File: src/rtl/bss_consts.svh
// constants for the battery switch and thermal supervisor
// Notes on behaviour
// - soft disconnect on adapter, no charge: switch open, buck off
// - adapter-powered soft disconnect always retries after delay
// - charging soft disconnect: charge off, switch, then buck
// - pin rising edge opens switch, stops charge, buck runs
// - factory boost only when its enable bit is 1
// - pin high holds switch open; host drives it
// - thermal loop change raises interrupt, shows status bit
// - charger ok follows charge details only
// - temperature profile acts only when enabled
// - out of window: suspend, reset timers, report, interrupt
// - back in window: resume charge, restart timer
// - thermistor at supply means battery removed, no charge
// - grounded thermistor: no monitoring, battery assumed, autostart
// - profile disabled ignores hot and cold; thermistor at supply still means no battery
`ifndef BSS_CONSTS_SVH
`define BSS_CONSTS_SVH
// --------------------------------------------------------------------
// charge details codes
// --------------------------------------------------------------------
`define BSS_DTL_OFF 4'h0
`define BSS_DTL_CHARGING 4'h1
`define BSS_DTL_DONE 4'h4
`define BSS_DTL_TEMP_SUSP 4'h5
`define BSS_DTL_TIMEOUT 4'h6
`define BSS_DTL_NO_BATT 4'h7
// --------------------------------------------------------------------
// timing
// --------------------------------------------------------------------
`define BSS_CLK_MHZ 200
`define BSS_RETRY_US 150000
`define BSS_RETRY_CYC (`BSS_RETRY_US * `BSS_CLK_MHZ)
`define BSS_STEP_NS 100
`define BSS_STEP_CYC ((`BSS_STEP_NS * `BSS_CLK_MHZ + 999) / 1000)
`define BSS_CHG_TIMEOUT_CYC 32'h7fffffff
`define BSS_MODE_BOOST 4'h9
`endif

File: src/rtl/bss_pkg.sv
// types shared by the battery switch and thermal supervisor
package bss_pkg;
	// conditioned comparator flags
	typedef struct packed {
		logic cold;
		logic hot;
		logic thm_removed;
		logic thm_grounded;
		logic sys_up;
		logic charger_input_valid;
		logic tjunc_reg;
	} bss_flags_s;

	typedef enum logic [2:0] {
		ST_RUN,
		ST_CHG_OFF,
		ST_SW_OPEN,
		ST_BUCK_OFF,
		ST_WAIT_LOW,
		ST_RETRY
	} bss_seq_e;
endpackage

File: src/rtl/bss_sync.sv
// two flip-flop synchroniser for a vector of levels
`timescale 1ns/1ps
module bss_sync #(
	parameter int W = 1
) (
	// clock and reset
	input wire logic clk,
	input wire logic sys_rst,
	// levels
	input wire logic [W-1:0] d,
	output logic [W-1:0] q
);
	logic [W-1:0] meta_r;

	// first stage feeds only the second
	always_ff @(posedge clk or posedge sys_rst) begin
		if (sys_rst) begin
			meta_r <= '0;
			q <= '0;
		end else begin
			meta_r <= d;
			q <= meta_r;
		end
	end
endmodule

File: src/rtl/bss_supervisor.sv
// battery switch sequencing and thermistor charge supervision
`timescale 1ns/1ps
`include "bss_consts.svh"
module bss_supervisor import bss_pkg::*; #(
	parameter int unsigned RETRY_CYC = `BSS_RETRY_CYC,
	parameter int unsigned TIMEOUT_CYC = `BSS_CHG_TIMEOUT_CYC
) (
	// clock and reset
	input wire logic clk,
	input wire logic sys_rst,
	// host control bits
	input wire logic soft_battery_disconnect,
	input wire logic factory_boost_enable,
	input wire logic temp_profile_enable,
	input wire logic charge_enable,
	input wire logic recycle_enable,
	input wire logic [3:0] mode,
	// host pin, pulled low on the board when undriven
	input wire logic hw_battery_disconnect_pin,
	// analog comparator flags, asynchronous
	input wire bss_flags_s cmp_flags,
	// power stage controls
	output logic battery_system_switch,
	output logic buck_enable,
	output logic charge_active,
	output logic boost_active,
	output logic timer_restart,
	// status
	output logic thermal_regulation_status,
	output logic [3:0] charge_details,
	output logic charger_ok,
	output logic charger_interrupt
);
	initial begin
		if (RETRY_CYC < 1 || TIMEOUT_CYC < 1)
			$error("bss_supervisor: counts must be at least one");
	end

	localparam int unsigned STEP = `BSS_STEP_CYC;

	// ----------------------------------------------------------------
	// input conditioning
	// ----------------------------------------------------------------
	bss_flags_s fl;
	logic pin_s;
	logic pin_d_r;
	bss_sync #(.W($bits(bss_flags_s))) u_sync_flags (
		.clk(clk),
		.sys_rst(sys_rst),
		.d(cmp_flags),
		.q(fl)
	);
	bss_sync #(.W(1)) u_sync_pin (
		.clk(clk),
		.sys_rst(sys_rst),
		.d(hw_battery_disconnect_pin),
		.q(pin_s)
	);

	// edge detect on the synchronised pin
	always_ff @(posedge clk or posedge sys_rst) begin
		if (sys_rst)
			pin_d_r <= 1'b0;
		else
			pin_d_r <= pin_s;
	end
	wire pin_rise = pin_s & ~pin_d_r;

	// ----------------------------------------------------------------
	// temperature window decode
	// ----------------------------------------------------------------
	// grounded thermistor disables monitoring and assumes a battery
	wire mon_on = temp_profile_enable & ~fl.thm_grounded;
	wire removed = fl.thm_removed & ~fl.thm_grounded;
	wire temp_bad = mon_on & (fl.cold | fl.hot);

	// ----------------------------------------------------------------
	// soft disconnect sequencer
	// ----------------------------------------------------------------
	bss_seq_e seq_r;
	logic [31:0] cnt_r;
	logic pin_latch_r;

	function automatic logic cnt_done(input logic [31:0] c,
		input int unsigned lim);
		cnt_done = (c >= lim - 1);
	endfunction

	// staged shutdown, charge-off and switch-open steps held STEP cycles so order is visible
	always_ff @(posedge clk or posedge sys_rst) begin
		if (sys_rst) begin
			seq_r <= ST_RUN;
			cnt_r <= '0;
		end else begin
			case (seq_r)
			ST_RUN: begin
				cnt_r <= '0;
				if (soft_battery_disconnect) begin
					if (charge_active)
						seq_r <= ST_CHG_OFF;
					else
						seq_r <= ST_SW_OPEN;
				end
			end
			ST_CHG_OFF: begin
				cnt_r <= cnt_r + 32'h1;
				if (cnt_done(cnt_r, STEP)) begin
					cnt_r <= '0;
					seq_r <= ST_SW_OPEN;
				end
			end
			ST_SW_OPEN: begin
				cnt_r <= cnt_r + 32'h1;
				if (cnt_done(cnt_r, STEP)) begin
					cnt_r <= '0;
					seq_r <= ST_BUCK_OFF;
				end
			end
			ST_BUCK_OFF: begin
				cnt_r <= '0;
				seq_r <= ST_WAIT_LOW;
			end
			ST_WAIT_LOW: begin
				// rail must sit below the up threshold for the delay
				if (fl.sys_up)
					cnt_r <= '0;
				else
					cnt_r <= cnt_r + 32'h1;
				if (!fl.sys_up && cnt_done(cnt_r, RETRY_CYC)) begin
					cnt_r <= '0;
					// adapter powered: retry whatever recycle says
					if (fl.charger_input_valid || recycle_enable)
						seq_r <= ST_RETRY;
				end
			end
			ST_RETRY: begin
				// bit still set would loop forever; wait for release
				cnt_r <= '0;
				if (!soft_battery_disconnect)
					seq_r <= ST_RUN;
			end
			default: seq_r <= ST_RUN;
			endcase
		end
	end

	// pin rising edge latches disconnect until pin falls
	always_ff @(posedge clk or posedge sys_rst) begin
		if (sys_rst)
			pin_latch_r <= 1'b0;
		else if (pin_rise)
			pin_latch_r <= 1'b1;
		else if (!pin_s)
			pin_latch_r <= 1'b0;
	end

	wire seq_sw_open = (seq_r == ST_SW_OPEN) || (seq_r == ST_BUCK_OFF)
		|| (seq_r == ST_WAIT_LOW);
	wire seq_chg_off = (seq_r != ST_RUN) && (seq_r != ST_RETRY);
	wire seq_buck_off = (seq_r == ST_BUCK_OFF) || (seq_r == ST_WAIT_LOW);
	wire fboost = factory_boost_enable && (mode == `BSS_MODE_BOOST);

	// ----------------------------------------------------------------
	// charge control and timer
	// ----------------------------------------------------------------
	logic temp_bad_d_r;
	logic [31:0] tmr_r;
	logic timed_out_r;
	wire chg_allow = charge_enable & fl.charger_input_valid & ~removed & ~temp_bad
		& ~seq_chg_off & ~pin_latch_r & ~pin_s & ~fboost;

	// charge timer, reset on suspend and on resume
	always_ff @(posedge clk or posedge sys_rst) begin
		if (sys_rst) begin
			temp_bad_d_r <= 1'b0;
			tmr_r <= '0;
			timed_out_r <= 1'b0;
		end else begin
			temp_bad_d_r <= temp_bad;
			if (temp_bad || (temp_bad_d_r && !temp_bad) || !chg_allow) begin
				tmr_r <= '0;
				if (!charge_enable || !fl.charger_input_valid)
					timed_out_r <= 1'b0;
			end else if (!timed_out_r) begin
				tmr_r <= tmr_r + 32'h1;
				if (cnt_done(tmr_r, TIMEOUT_CYC))
					timed_out_r <= 1'b1;
			end
		end
	end

	// ----------------------------------------------------------------
	// outputs
	// ----------------------------------------------------------------
	logic thermal_regulation_status_d_r;
	logic [3:0] dtl_nxt;

	// details code picks the highest-priority reason
	always_comb begin
		if (!fl.charger_input_valid || !charge_enable)
			dtl_nxt = `BSS_DTL_OFF;
		else if (removed)
			dtl_nxt = `BSS_DTL_NO_BATT;
		else if (temp_bad)
			dtl_nxt = `BSS_DTL_TEMP_SUSP;
		else if (timed_out_r)
			dtl_nxt = `BSS_DTL_TIMEOUT;
		else if (chg_allow)
			dtl_nxt = `BSS_DTL_CHARGING;
		else
			dtl_nxt = `BSS_DTL_OFF;
	end

	// registered power controls
	always_ff @(posedge clk or posedge sys_rst) begin
		if (sys_rst) begin
			battery_system_switch <= 1'b0;
			buck_enable <= 1'b0;
			charge_active <= 1'b0;
			boost_active <= 1'b0;
			timer_restart <= 1'b0;
		end else begin
			// pin or sequencer force the switch open
			battery_system_switch <= ~seq_sw_open & ~pin_s & ~pin_latch_r
				& ~fboost;
			// pin does not stop the buck
			buck_enable <= fl.charger_input_valid & ~seq_buck_off;
			charge_active <= chg_allow & ~timed_out_r;
			boost_active <= fboost;
			timer_restart <= temp_bad_d_r & ~temp_bad;
		end
	end

	// status and interrupt pulse
	always_ff @(posedge clk or posedge sys_rst) begin
		if (sys_rst) begin
			thermal_regulation_status_d_r <= 1'b0;
			thermal_regulation_status <= 1'b0;
			charge_details <= `BSS_DTL_OFF;
			charger_ok <= 1'b0;
			charger_interrupt <= 1'b0;
		end else begin
			thermal_regulation_status_d_r <= fl.tjunc_reg;
			thermal_regulation_status <= fl.tjunc_reg;
			charge_details <= dtl_nxt;
			// ok depends on details alone
			charger_ok <= (dtl_nxt == `BSS_DTL_CHARGING)
				|| (dtl_nxt == `BSS_DTL_DONE);
			charger_interrupt <= (thermal_regulation_status_d_r != fl.tjunc_reg)
				|| (temp_bad && !temp_bad_d_r)
				|| (dtl_nxt != charge_details);
		end
	end
endmodule

File: config.mk
export PLATFORM = sky130hd
export DESIGN_NAME = bss_supervisor
export DESIGN_NICKNAME = d
export VERILOG_FILES = /design/src/rtl/bss_pkg.sv /design/src/rtl/bss_sync.sv /design/src/rtl/bss_supervisor.sv
export VERILOG_INCLUDE_DIRS = /design/src /design/src/rtl
export SDC_FILE = /design/constraint.sdc
export NUM_CORES = 1
export LEC_CHECK = 0
export ABC_AREA = 1
export ABC_CLOCK_PERIOD_IN_PS = 6600
export BUFFER_PORTS_ARGS = -buffer_cell sky130_fd_sc_hd__buf_4
export CORE_MARGIN = 8
export CORE_UTILIZATION = 65
export CTS_CLUSTER_DIAMETER = 150
export DETAILED_ROUTE_END_ITERATION = 10
export HOLD_SLACK_MARGIN = 0.08
export PLACE_DENSITY_LB_ADDON = 0.2
export SYNTH_ARGS = -nofsm -noshare
export SYNTH_HDL_FRONTEND = slang
export SYNTH_SLANG_ARGS = --single-unit
File: constraint.sdc
create_clock -name clk -period 6.6 [get_ports clk]
set_clock_uncertainty 0.1 [all_clocks]
set_input_delay 0.33 -clock clk [delete_from_list [all_inputs] [get_ports clk]]
set_output_delay 0.33 -clock clk [all_outputs]
set_load 0.05 [all_outputs]
==> results of run 1 <==
-- cells by family after synthesis --
family                     count (synthesis)
buffers and inverters                    121
adders and majority gates                  3
and+or+nand+nor                          412
xor gates and xnor gates                  23
AOI/OAI and AO/OA                         67
DFF                                       98
other                                      1
-- critical path, cell delays in order, from the launching register on --
cell and delay, ns:
dfrtp_1 0.45, nor2_1 0.22, nand2_1 0.20, nand3_2 0.44, clkinv_1 0.40, nand2_1 0.16, nand2_1 0.06
-- layer usage --
metal	track usage (%)	part of all wire, %
met1	27.08	43
met2	38.29	48
met3	4.491	5.8
met4	10.11	3.3
met5	0	0
-- Yosys cell counts (5+ instances only) --
| cell type | n |
|---|---|
| a21oi_1 | 19 |
| dfrtp_1 | 98 |
| inv_1 | 99 |
| inv_2 | 6 |
| nand2_1 | 152 |
| nand2_2 | 11 |
| nand3_1 | 51 |
| nand4_1 | 25 |
| nor2_1 | 111 |
| nor2_2 | 5 |
| nor2_4 | 5 |
| nor3_1 | 29 |
| nor3_2 | 6 |
| o21ai_0 | 24 |
| o21ai_1 | 17 |
| xor2_1 | 19 |
-- worst paths after layout --
| check | cells past startpoint | slack, ns | to |
|---|---|---|---|
| worst max register to register | 6 | 4.47 | cnt_r[21] |
| worst min-delay path | 4 | 0.18 | boost_active |
| worst max-delay path | 6 | 4.47 | cnt_r[21] |
| worst min register to register | 0 | 0.26 | u_sync_flags.q[1] |
| max in group asynchronous | 4 | 4.87 | tmr_r[31] |
| min in group asynchronous | 3 | 0.43 | u_sync_pin.meta_r |
-- sequential cells by signal, indices dropped and copies added, names as in the netlist, 3 cells and up --
name and cells:
u_sync_flags.meta_r 7, u_sync_flags.q 7, tmr_r 32, seq_r 3, cnt_r 32, charge_details 3
-- metrics by stage --
stage          area (um2)  utilization, %  total power [mW]  instances  hold WS, ns
6_report             6036           73.83             1.056        873       0.1802
5_1_grt              6036           73.83             1.093        873       0.2328
4_1_cts              6036           73.83             1.060        873       0.1814
3_5_place_dp         5749           70.32            0.6834        848       0.2355
3_3_place_gp         5749           70.32            0.6802        848       0.2314
2_1_floorplan        5468               -            0.6615        725       0.2312
-- final cells by class --
| type | instances | area [um2] |
|---|---|---|
| tap | 105 | 131.4 |
| multi-input combinational | 506 | 2527 |
| clock buffer | 9 | 123.9 |
| fill | 619 | 2140 |
| clock inverter | 7 | 72.57 |
| timing repair buffer | 39 | 315.3 |
| sequential | 98 | 2452 |
| inverter | 109 | 412.9 |
-- report_power, final --
part / total (mW) / switching (mW) / internal, mW
clock network: 0.381 / 0.233 / 0.148
logic: 0.0584 / 0.0372 / 0.0212
registers: 0.616 / 0.00692 / 0.610
-- what timing repair did --
| action | CTS | global route |
|---|---|---|
| endpoints found under the hold margin | 47 | 0 |
| hold buffers | 9 | 0 |
| endpoints found under the setup margin | 0 | 0 |
| setup buffers | 0 | 0 |
==> impl_metrics.env, run 1 <==
export IMPL_grtUsageTotal_pct=22.57
export IMPL_ys_flop_type="dfrtp_1"
export IMPL_muxShareOfSynthArea_pct=0
export IMPL_grt_pass1_vias=4786
export IMPL_synth_compound_area_share_pct=6.522
export IMPL_setup_viol=0
export IMPL_synthesis_nets=747
export IMPL_drv_cap=0
export IMPL_pre_cts_ws_ns=4.494
export IMPL_min_delay_start="mode[1]"
export IMPL_die_w_um=107.7
export IMPL_ys_seq_area_share_pct=44.85
export IMPL_r2r_start="seq_r[0]"
export IMPL_antenna_found_initial=0
export IMPL_ys_top_cells_by_area="dfrtp_1, nand2_1, nor2_1, inv_1, nand3_1"
export IMPL_numCtsBuffers=9
export IMPL_power_density_mw_per_mm2=175.0
export IMPL_drt_pass1_iterations=5
export IMPL_grt_pass1_wl_um=21350
export IMPL_min_period_over_period_pct=32.21
export IMPL_cts_num_sinks=98
export IMPL_layout_common_cells="nand2_1, nor2_1, inv_1, dfrtp_1, nand3_1"
export IMPL_rsz0062_at_grt="false"
export IMPL_core_rowCount=33
export IMPL_yosysUniqueCellTypes=43
export IMPL_cts_root_buffer="clkbuf_8"
export IMPL_worstPathArrival_ns=2.29
export IMPL_fmax_mhz=470.4
export IMPL_place_hpwl_um=9158
export IMPL_status="finished, final reports clean"
export IMPL_crit_start="seq_r[0]"
export IMPL_antenna_left=0
export IMPL_cts_max_path_buffers=2
export IMPL_vias=4871
export IMPL_finalCriticalPeriod_ns=2.126
export IMPL_synth_edf_count=0
export IMPL_place_congestion=0.9241
export IMPL_endpoint_kind="register"
export IMPL_synth_seq_cells=98
export IMPL_drive_gt1_share_pct=11.98
export IMPL_synth_adder_area_share_pct=0.6865
export IMPL_slew_violations=0
export IMPL_cts_resized=0
export IMPL_synth_area_mm2=0.005468
export IMPL_cts_clk_slew_worst_paths_ns=0.11
export IMPL_worst_slew_pin_slew_ns=0.7269
export IMPL_netlist_area_leader_share_pct=44.85
export IMPL_synth_warnings=0
export IMPL_viasPerCell=5.580
export IMPL_yosysTopAreaCell="dfrtp_1"
export IMPL_syn_area_per_cell_um2=7.542
export IMPL_wire_per_inst_um=14.10
export IMPL_cp_start_kind="register"
export IMPL_p_leak_nw=2.749
export IMPL_async_flop_share_pct=100.0
export IMPL_slew_headroom_pct=51.54
export IMPL_hp_class="primary input to register"
export IMPL_synth_top_family_by_area="simple AND/OR/NAND/NOR gates"
export IMPL_clock_latency_ns=0.37
export IMPL_worstPathRequired_ns=6.77
export IMPL_drc_errors=0
export IMPL_yosys_area_share_xor_xnor_pct=3.684
export IMPL_fp_dieH_um=107.7
export IMPL_syn_to_final_growth_pct=10.39
export IMPL_nNetsFinal=785
export IMPL_grt_overflow=0
export IMPL_core_area_mm2=0.008175
export IMPL_htree_levels=3
export IMPL_grt_max_degree=60
export IMPL_critical_path_max_fanout=27
export IMPL_top_level_ports=31
export IMPL_portBuffers=29
export IMPL_finalSetupTns_ns=0
export IMPL_cts_tree="built"
export IMPL_synthCells=725
export IMPL_hold_viol_final=0
export IMPL_mostFrequentLayoutCell="nand2_1"
export IMPL_start_util_pct=66.88
export IMPL_fp_dieArea_mm2=0.01160
export IMPL_setup_ws_ns=4.474
export IMPL_wirelength_um=12310
export IMPL_drt_iter0_drc=358
export IMPL_ir_drop_uv=203.8
export IMPL_path_class="register to register"
export IMPL_antennaDiodeCount=0
export IMPL_yosys_area_share_simple_pct=35.26
No activity file was read; power rests on OpenSTA's default activity.
==> run 2, diff against run 1 <==
Settings changed: ABC_AREA 1 to 0, ABC_CLOCK_PERIOD_IN_PS 6600 to 1700, CORE_UTILIZATION 65 to 54.
Clock period 6.6 ns to 1.7 ns, I/O delays scaled along.
==> run 2 against run 1 <==
Net effect:
- the flow now finishes with violations (setup timing)
- wire length shrank 6.2%
- via count shrank 17%
- sequential share of layout area fell by 3.2 points
- register-to-register slack worse by 5.1 ns
- area after synthesis fell by 16%
- count of clock-buffer cells in the layout rose by 2
- sequential power rose to 4.0 times the previous value
==> impl_metrics.env, run 2 <==
export IMPL_async_flop_share_pct=100.0
export IMPL_netlist_area_leader_share_pct=53.12
export IMPL_layout_common_cells="buf_4, dfrtp_1, nand2_1"
export IMPL_worstPathArrival_ns=2.52
export IMPL_cts_root_buffer="clkbuf_8"
export IMPL_yosysUniqueCellTypes=51
export IMPL_die_w_um=108.5
export IMPL_power_density_mw_per_mm2=1007
export IMPL_top_level_ports=31
export IMPL_syn_to_final_growth_pct=41.90
export IMPL_cts_num_sinks=98
export IMPL_hold_viol_final=0
export IMPL_min_period_over_period_pct=137.0
export IMPL_worstPathRequired_ns=1.89
export IMPL_cp_start_kind="register"
export IMPL_finalCriticalPeriod_ns=2.328
export IMPL_fp_dieArea_mm2=0.01176
export IMPL_muxShareOfSynthArea_pct=0.4607
export IMPL_fp_dieH_um=108.5
export IMPL_synth_edf_count=0
export IMPL_yosys_top_cells_count="dfrtp_1, nor2_1, nand2_1"
export IMPL_ys_top_cells_by_area="dfrtp_1, nor2_1, xnor2_1, xor2_1, o21ai_0"
export IMPL_wire_per_inst_um=16.01
export IMPL_rrSetupSlack_ns=-0.63
export IMPL_place_congestion=0.8570
export IMPL_yosys_area_share_xor_xnor_pct=8.537
export IMPL_antennaDiodeCount=0
export IMPL_critPathCapture="tmr_r[16]"
export IMPL_grt_pass1_vias=4190
export IMPL_htree_levels=3
export IMPL_drt_iter0_drc=181
export IMPL_yosysTopAreaCell="dfrtp_1"
export IMPL_grt_overflow=0
export IMPL_drc_errors=0
export IMPL_synth_top_family_by_area="simple AND/OR/NAND/NOR gates"
export IMPL_vias=4023
export IMPL_cts_max_path_buffers=2
export IMPL_ys_flop_type="dfrtp_1"
export IMPL_power_mw=6.597
export IMPL_p_leak_nw=2.925
export IMPL_setup_viol=64
export IMPL_drt_pass1_iterations=4
export IMPL_setup_ws_ns=-0.6285
export IMPL_critical_path_max_fanout=6
export IMPL_ir_drop_uv=618.9
export IMPL_status="finished with violations"
export IMPL_r2r_start="seq_r[0]"
export IMPL_wirelength_um=11540
export IMPL_synth_adder_area_share_pct=0.8130
export IMPL_grt_max_degree=72
export IMPL_crit_start="seq_r[0]"
export IMPL_synth_seq_cells=98
export IMPL_r2r_cells=6
export IMPL_reg_largest_list="cnt_r x32, tmr_r x32"
export IMPL_synthesis_nets=482
export IMPL_numCtsBuffers=9
export IMPL_slew_violations=0
export IMPL_r2r_end="tmr_r[16]"
export IMPL_endpoint_kind="register"
export IMPL_start_util_pct=55.91
export IMPL_mostFrequentLayoutCell="buf_4"
export IMPL_fmax_mhz=429.5
export IMPL_syn_area_per_cell_um2=10.04
export IMPL_place_hpwl_um=7423
export IMPL_cts_clk_slew_worst_paths_ns=0.10
export IMPL_viasPerCell=5.580
export IMPL_hp_class="primary input to asynchronous set/reset pin"
export IMPL_drive_gt1_share_pct=37.66
export IMPL_synth_warnings=0
export IMPL_grtUsageTotal_pct=20.52
export IMPL_synth_area_mm2=0.004617
export IMPL_synth_compound_area_share_pct=7.534
export IMPL_drv_cap=0
export IMPL_failed_checks="setup timing"
export IMPL_cts_tree="built"
export IMPL_path_class="register to register"
export IMPL_ys_seq_area_share_pct=53.12
export IMPL_nNetsFinal=633
export IMPL_yosys_area_share_simple_pct=26.07
export IMPL_rsz0062_at_grt="true"
export IMPL_synthCells=460
export IMPL_antenna_left=0
export IMPL_yosysMostFrequentCell="dfrtp_1"
export IMPL_core_rowCount=33
export IMPL_clock_latency_ns=0.36
export IMPL_core_area_mm2=0.008258
export IMPL_grt_pass1_wl_um=19410
export IMPL_fin_util_pct=79.33
export IMPL_portBuffers=29
export IMPL_antenna_found_initial=0
[run 2: area by class of cell]
cell class              instances  area, um2
fillers                       516       1707
repair buffers                156       1340
multi-input cells             334       2375
flip-flops and latches         98       2454
well taps                     105      131.4
clock buffers                  11      141.4
clock inverters                 5      61.31
inverters                      12      48.80
[run 2: timing repair]
| action | in CTS | in global routing |
|---|---|---|
| hold buffers | 14 | 0 |
| cloned | 4 | 0 |
| resized for setup | 50 | 29 |
| setup endpoints to repair | 64 | 65 |
| hold endpoints to repair | 111 | 0 |
| pin swaps | 12 | 9 |
| setup buffers | 8 | 7 |
[run 2: cells by family after synthesis]
family / count (synthesis)
AO/OA/AOI/OAI: 55
other: 1
AND/OR/NAND/NOR: 227
buffers and inverters: 29
adder cells (fa/ha/maj): 3
multiplexers: 2
XOR/XNOR: 45
flip-flops: 98
[run 2: metrics by stage]
stage,hold slack (ns),worst slack [ns],setup TNS (ns),instances,cell area [um2]
floorplan,0.01643,-0.6692,-30.62,460,4748
global placement,-0.03992,-0.6182,-32.81,677,5747
detailed placement,-0.03899,-0.6570,-35.30,677,5747
CTS,0.1333,-0.6550,-34.83,717,6417
global route,0.1485,-0.7035,-38.52,721,6551
finish,0.1279,-0.6285,-34.21,721,6551
[run 2: power by group]
group          internal [mW]  total, mW  leakage, nW  switching [mW]
sequential              2.44       2.49         1.31          0.0567
combinational           1.22       2.54         1.51            1.32
clock                  0.733       1.56        0.104           0.826
total                   4.39       6.60         2.92            2.21
[run 2: worst max-delay path, cell delays in order (launching register included)]
cell and delay (ns):
dfrtp_1 0.40, nor2b_4 0.14, or4_4 0.48, or2_4 0.24
or4_4 0.60, buf_12 0.19, a21oi_2 0.10
[run 2: worst min-delay path by stage]
| stage | end | depth (start not counted) | slack (ns) |
|---|---|---|---|
| floorplan | u_sync_flags.meta_r[0] | 0 | 0.02 |
| global placement | cnt_r[13] | 2 | -0.04 |
| detailed placement | u_sync_pin.q | 2 | -0.04 |
| CTS | cnt_r[6] | 3 | 0.13 |
| global route | cnt_r[6] | 3 | 0.15 |
| finish | cnt_r[6] | 3 | 0.13 |
[run 2: metal layers]
metal  GRT usage [%]  part of all wire (%)
met2           34.70                    51
met4           6.452                   1.0
met5               0                     0
met3           3.034                   4.2
met1           26.54                    44
==> run 3, diff against run 2 <==
Settings changed: CORE_ASPECT_RATIO set to 0.5, CORE_UTILIZATION 54 to 40.
==> run 3 against run 2 <==
Net effect:
- final area increased by 7.5%
- sequential cell count unchanged
- die area increased by 31%
- combinational power increased by 4%
- largest cell class is now multi-input combinational cells
- total power increased by 9.4%
- utilization decreased by 16 points
- wire length increased by 1.2%
- the run still ends with setup timing left
- sequential power about the same
- sequential share of layout area decreased by 2.6 points
- first-iteration DRC count increased by 9.4%
- cell count increased by 8.5%
==> impl_metrics.env, run 3 (synthesis results as in run 2) <==
export IMPL_status="finished with violations"
export IMPL_failed_checks="setup timing"
export IMPL_antenna_found_initial=0
export IMPL_dp_cells=726
export IMPL_portBuffers=29
export IMPL_start_util_pct=41.54
export IMPL_p_leak_nw=3.130
export IMPL_slew_violations=0
export IMPL_wirelength_um=11680
export IMPL_htree_levels=3
export IMPL_setup_ws_ns=-0.7331
export IMPL_endpoint_kind="register"
export IMPL_wire_per_inst_um=14.93
export IMPL_cts_clk_slew_worst_paths_ns=0.07
export IMPL_fp_dieH_um=91.97
export IMPL_grt_max_degree=37
export IMPL_vias=3908
export IMPL_worstPathRequired_ns=1.83
export IMPL_antenna_left=0
export IMPL_nNetsFinal=654
export IMPL_nFillCells=864
export IMPL_core_area_mm2=0.01111
export IMPL_grt_overflow=0
export IMPL_critical_path_max_fanout=5
export IMPL_grt_pass1_vias=4070
export IMPL_viasPerCell=4.997
export IMPL_max_stage_delay_ns=0.48
export IMPL_power_density_mw_per_mm2=1024
export IMPL_drc_errors=0
export IMPL_grtUsageTotal_pct=15.62
export IMPL_ir_drop_uv=557.9
export IMPL_min_period_over_period_pct=143.1
export IMPL_layout_common_cells="buf_4, dfrtp_1, nor2_4"
export IMPL_slew_headroom_pct=50.71
export IMPL_cts_num_sinks=98
export IMPL_hp_class="primary input to register"
export IMPL_rsz0062_at_grt="true"
export IMPL_place_congestion=0.8481
export IMPL_placed_area_mm2=0.005889
export IMPL_cts_tree="built"
export IMPL_seqCellArea_mm2=0.002454
export IMPL_syn_to_final_growth_pct=52.60
export IMPL_fin_area_mm2=0.007046
export IMPL_antennaDiodeCount=0
export IMPL_multi_input_area_mm2=0.002487
export IMPL_finalCriticalPeriod_ns=2.433
export IMPL_fmax_mhz=411.0
export IMPL_cts_max_path_buffers=2
export IMPL_path_cells="nor2b_4, or4_4, or2_4, buf_4, buf_6, nor3_4, nor2_2, a2111o_1"
export IMPL_cp_start_kind="register"
export IMPL_setup_viol=64
export IMPL_worstPathArrival_ns=2.56
export IMPL_mostFrequentLayoutCell="buf_4"
export IMPL_cts_root_buffer="clkbuf_16"
export IMPL_top_level_ports=31
export IMPL_drive_gt1_share_pct=41.44
export IMPL_grt_pass1_wl_um=19640
export IMPL_drv_cap=0
export IMPL_die_w_um=167.9
export IMPL_stdcell_count=782
export IMPL_numCtsBuffers=9
export IMPL_cpMaxStageDelayCell="or4_4"
export IMPL_drt_iter0_drc=198
export IMPL_hold_viol_final=0
export IMPL_core_rowCount=27
export IMPL_fp_dieArea_mm2=0.01545
export IMPL_path_class="register to register"
export IMPL_clock_latency_ns=0.34
export IMPL_place_hpwl_um=7476
export IMPL_reg_largest_list="cnt_r x32, tmr_r x32"
export IMPL_worst_slew_pin_slew_ns=0.7394
export IMPL_drt_pass1_iterations=4
==> run 3: cell types whose count changed in the layout (fill, tap and decap cells not counted), moves of 8 or more <==
cell | previous run | this run
buf_4 | 129 | 145
clkbuf_16 | 1 | 10
clkbuf_8 | 10 | 0
nor2_1 | 28 | 20
nor2_2 | 17 | 8
nor2_4 | 20 | 37
==> run 3: final cells by class <==
type / instances / share of cell area (%)
well taps: 145 / 2.575
clock buffers: 9 / 3.197
flip-flops and latches: 98 / 34.83
clock inverters: 7 / 1.101
inverters: 12 / 0.6926
repair buffers: 177 / 22.31
multi-input cells: 334 / 35.30
==> run 3: report_power, final <==
group	total, mW	leakage (nW)	internal [mW]	switching [mW]
combinational	2.65	1.67	1.32	1.33
clock	2.07	0.152	1.16	0.917
sequential	2.49	1.31	2.44	0.0564
total	7.22	3.13	4.92	2.30
==> run 3: final timing paths <==
| kind | start | end | slack, ns | depth (start not counted) |
|---|---|---|---|---|
| max | seq_r[0] | charger_interrupt | -0.73 | 8 |
| min | mode[2] | battery_system_switch | 0.21 | 4 |
| max reg2reg | seq_r[0] | charger_interrupt | -0.73 | 8 |
| min reg2reg | u_sync_pin.meta_r | u_sync_pin.q | 0.25 | 0 |
| max in group asynchronous | sys_rst | cnt_r[24] | 0.62 | 4 |
| min in group asynchronous | sys_rst | cnt_r[2] | 0.22 | 3 |
==> run 3: routing by layer <==
layer  wire, um  part of all wire [%]  GRT usage [%]
met2       5998                    51          27.76
met5          0                     0              0
met4        186                   1.6          5.092
met3        207                   1.8          3.506
met1       5286                    45          18.63
==> run 3: repair_timing <==
item                                    CTS  global route
hold buffers                             14             0
resized for setup                        64            40
pin swaps                                18            12
endpoints found under the setup margin   64            64
cloned                                    6             0
hold endpoints to repair                 88             0
setup buffers                            17             6
==> run 3: stage by stage <==
step / setup WS, ns / total power [mW] / utilization [%] / hold WS [ns] / TNS [ns]
3_3_place_gp: -0.6570 / 4.324 / 52.99 / 0.02477 / -32.70
6_report: -0.7331 / 7.216 / 63.39 / 0.2093 / -37.45
4_1_cts: -0.6915 / 7.122 / 61.63 / 0.2073 / -35.68
2_1_floorplan: -0.6692 / 3.757 / - / 0.01643 / -30.62
3_5_place_dp: -0.6984 / 4.354 / 52.99 / 0.02442 / -35.04
5_1_grt: -0.8196 / 7.545 / 63.39 / 0.2329 / -41.51
==> run 3: critical path: cells and delay by family (launching register included) <==
family	cells	cell delay, ns
simple gates	5	1.13
compound gates	1	0.42
flops	1	0.41
buf+inv	2	0.25
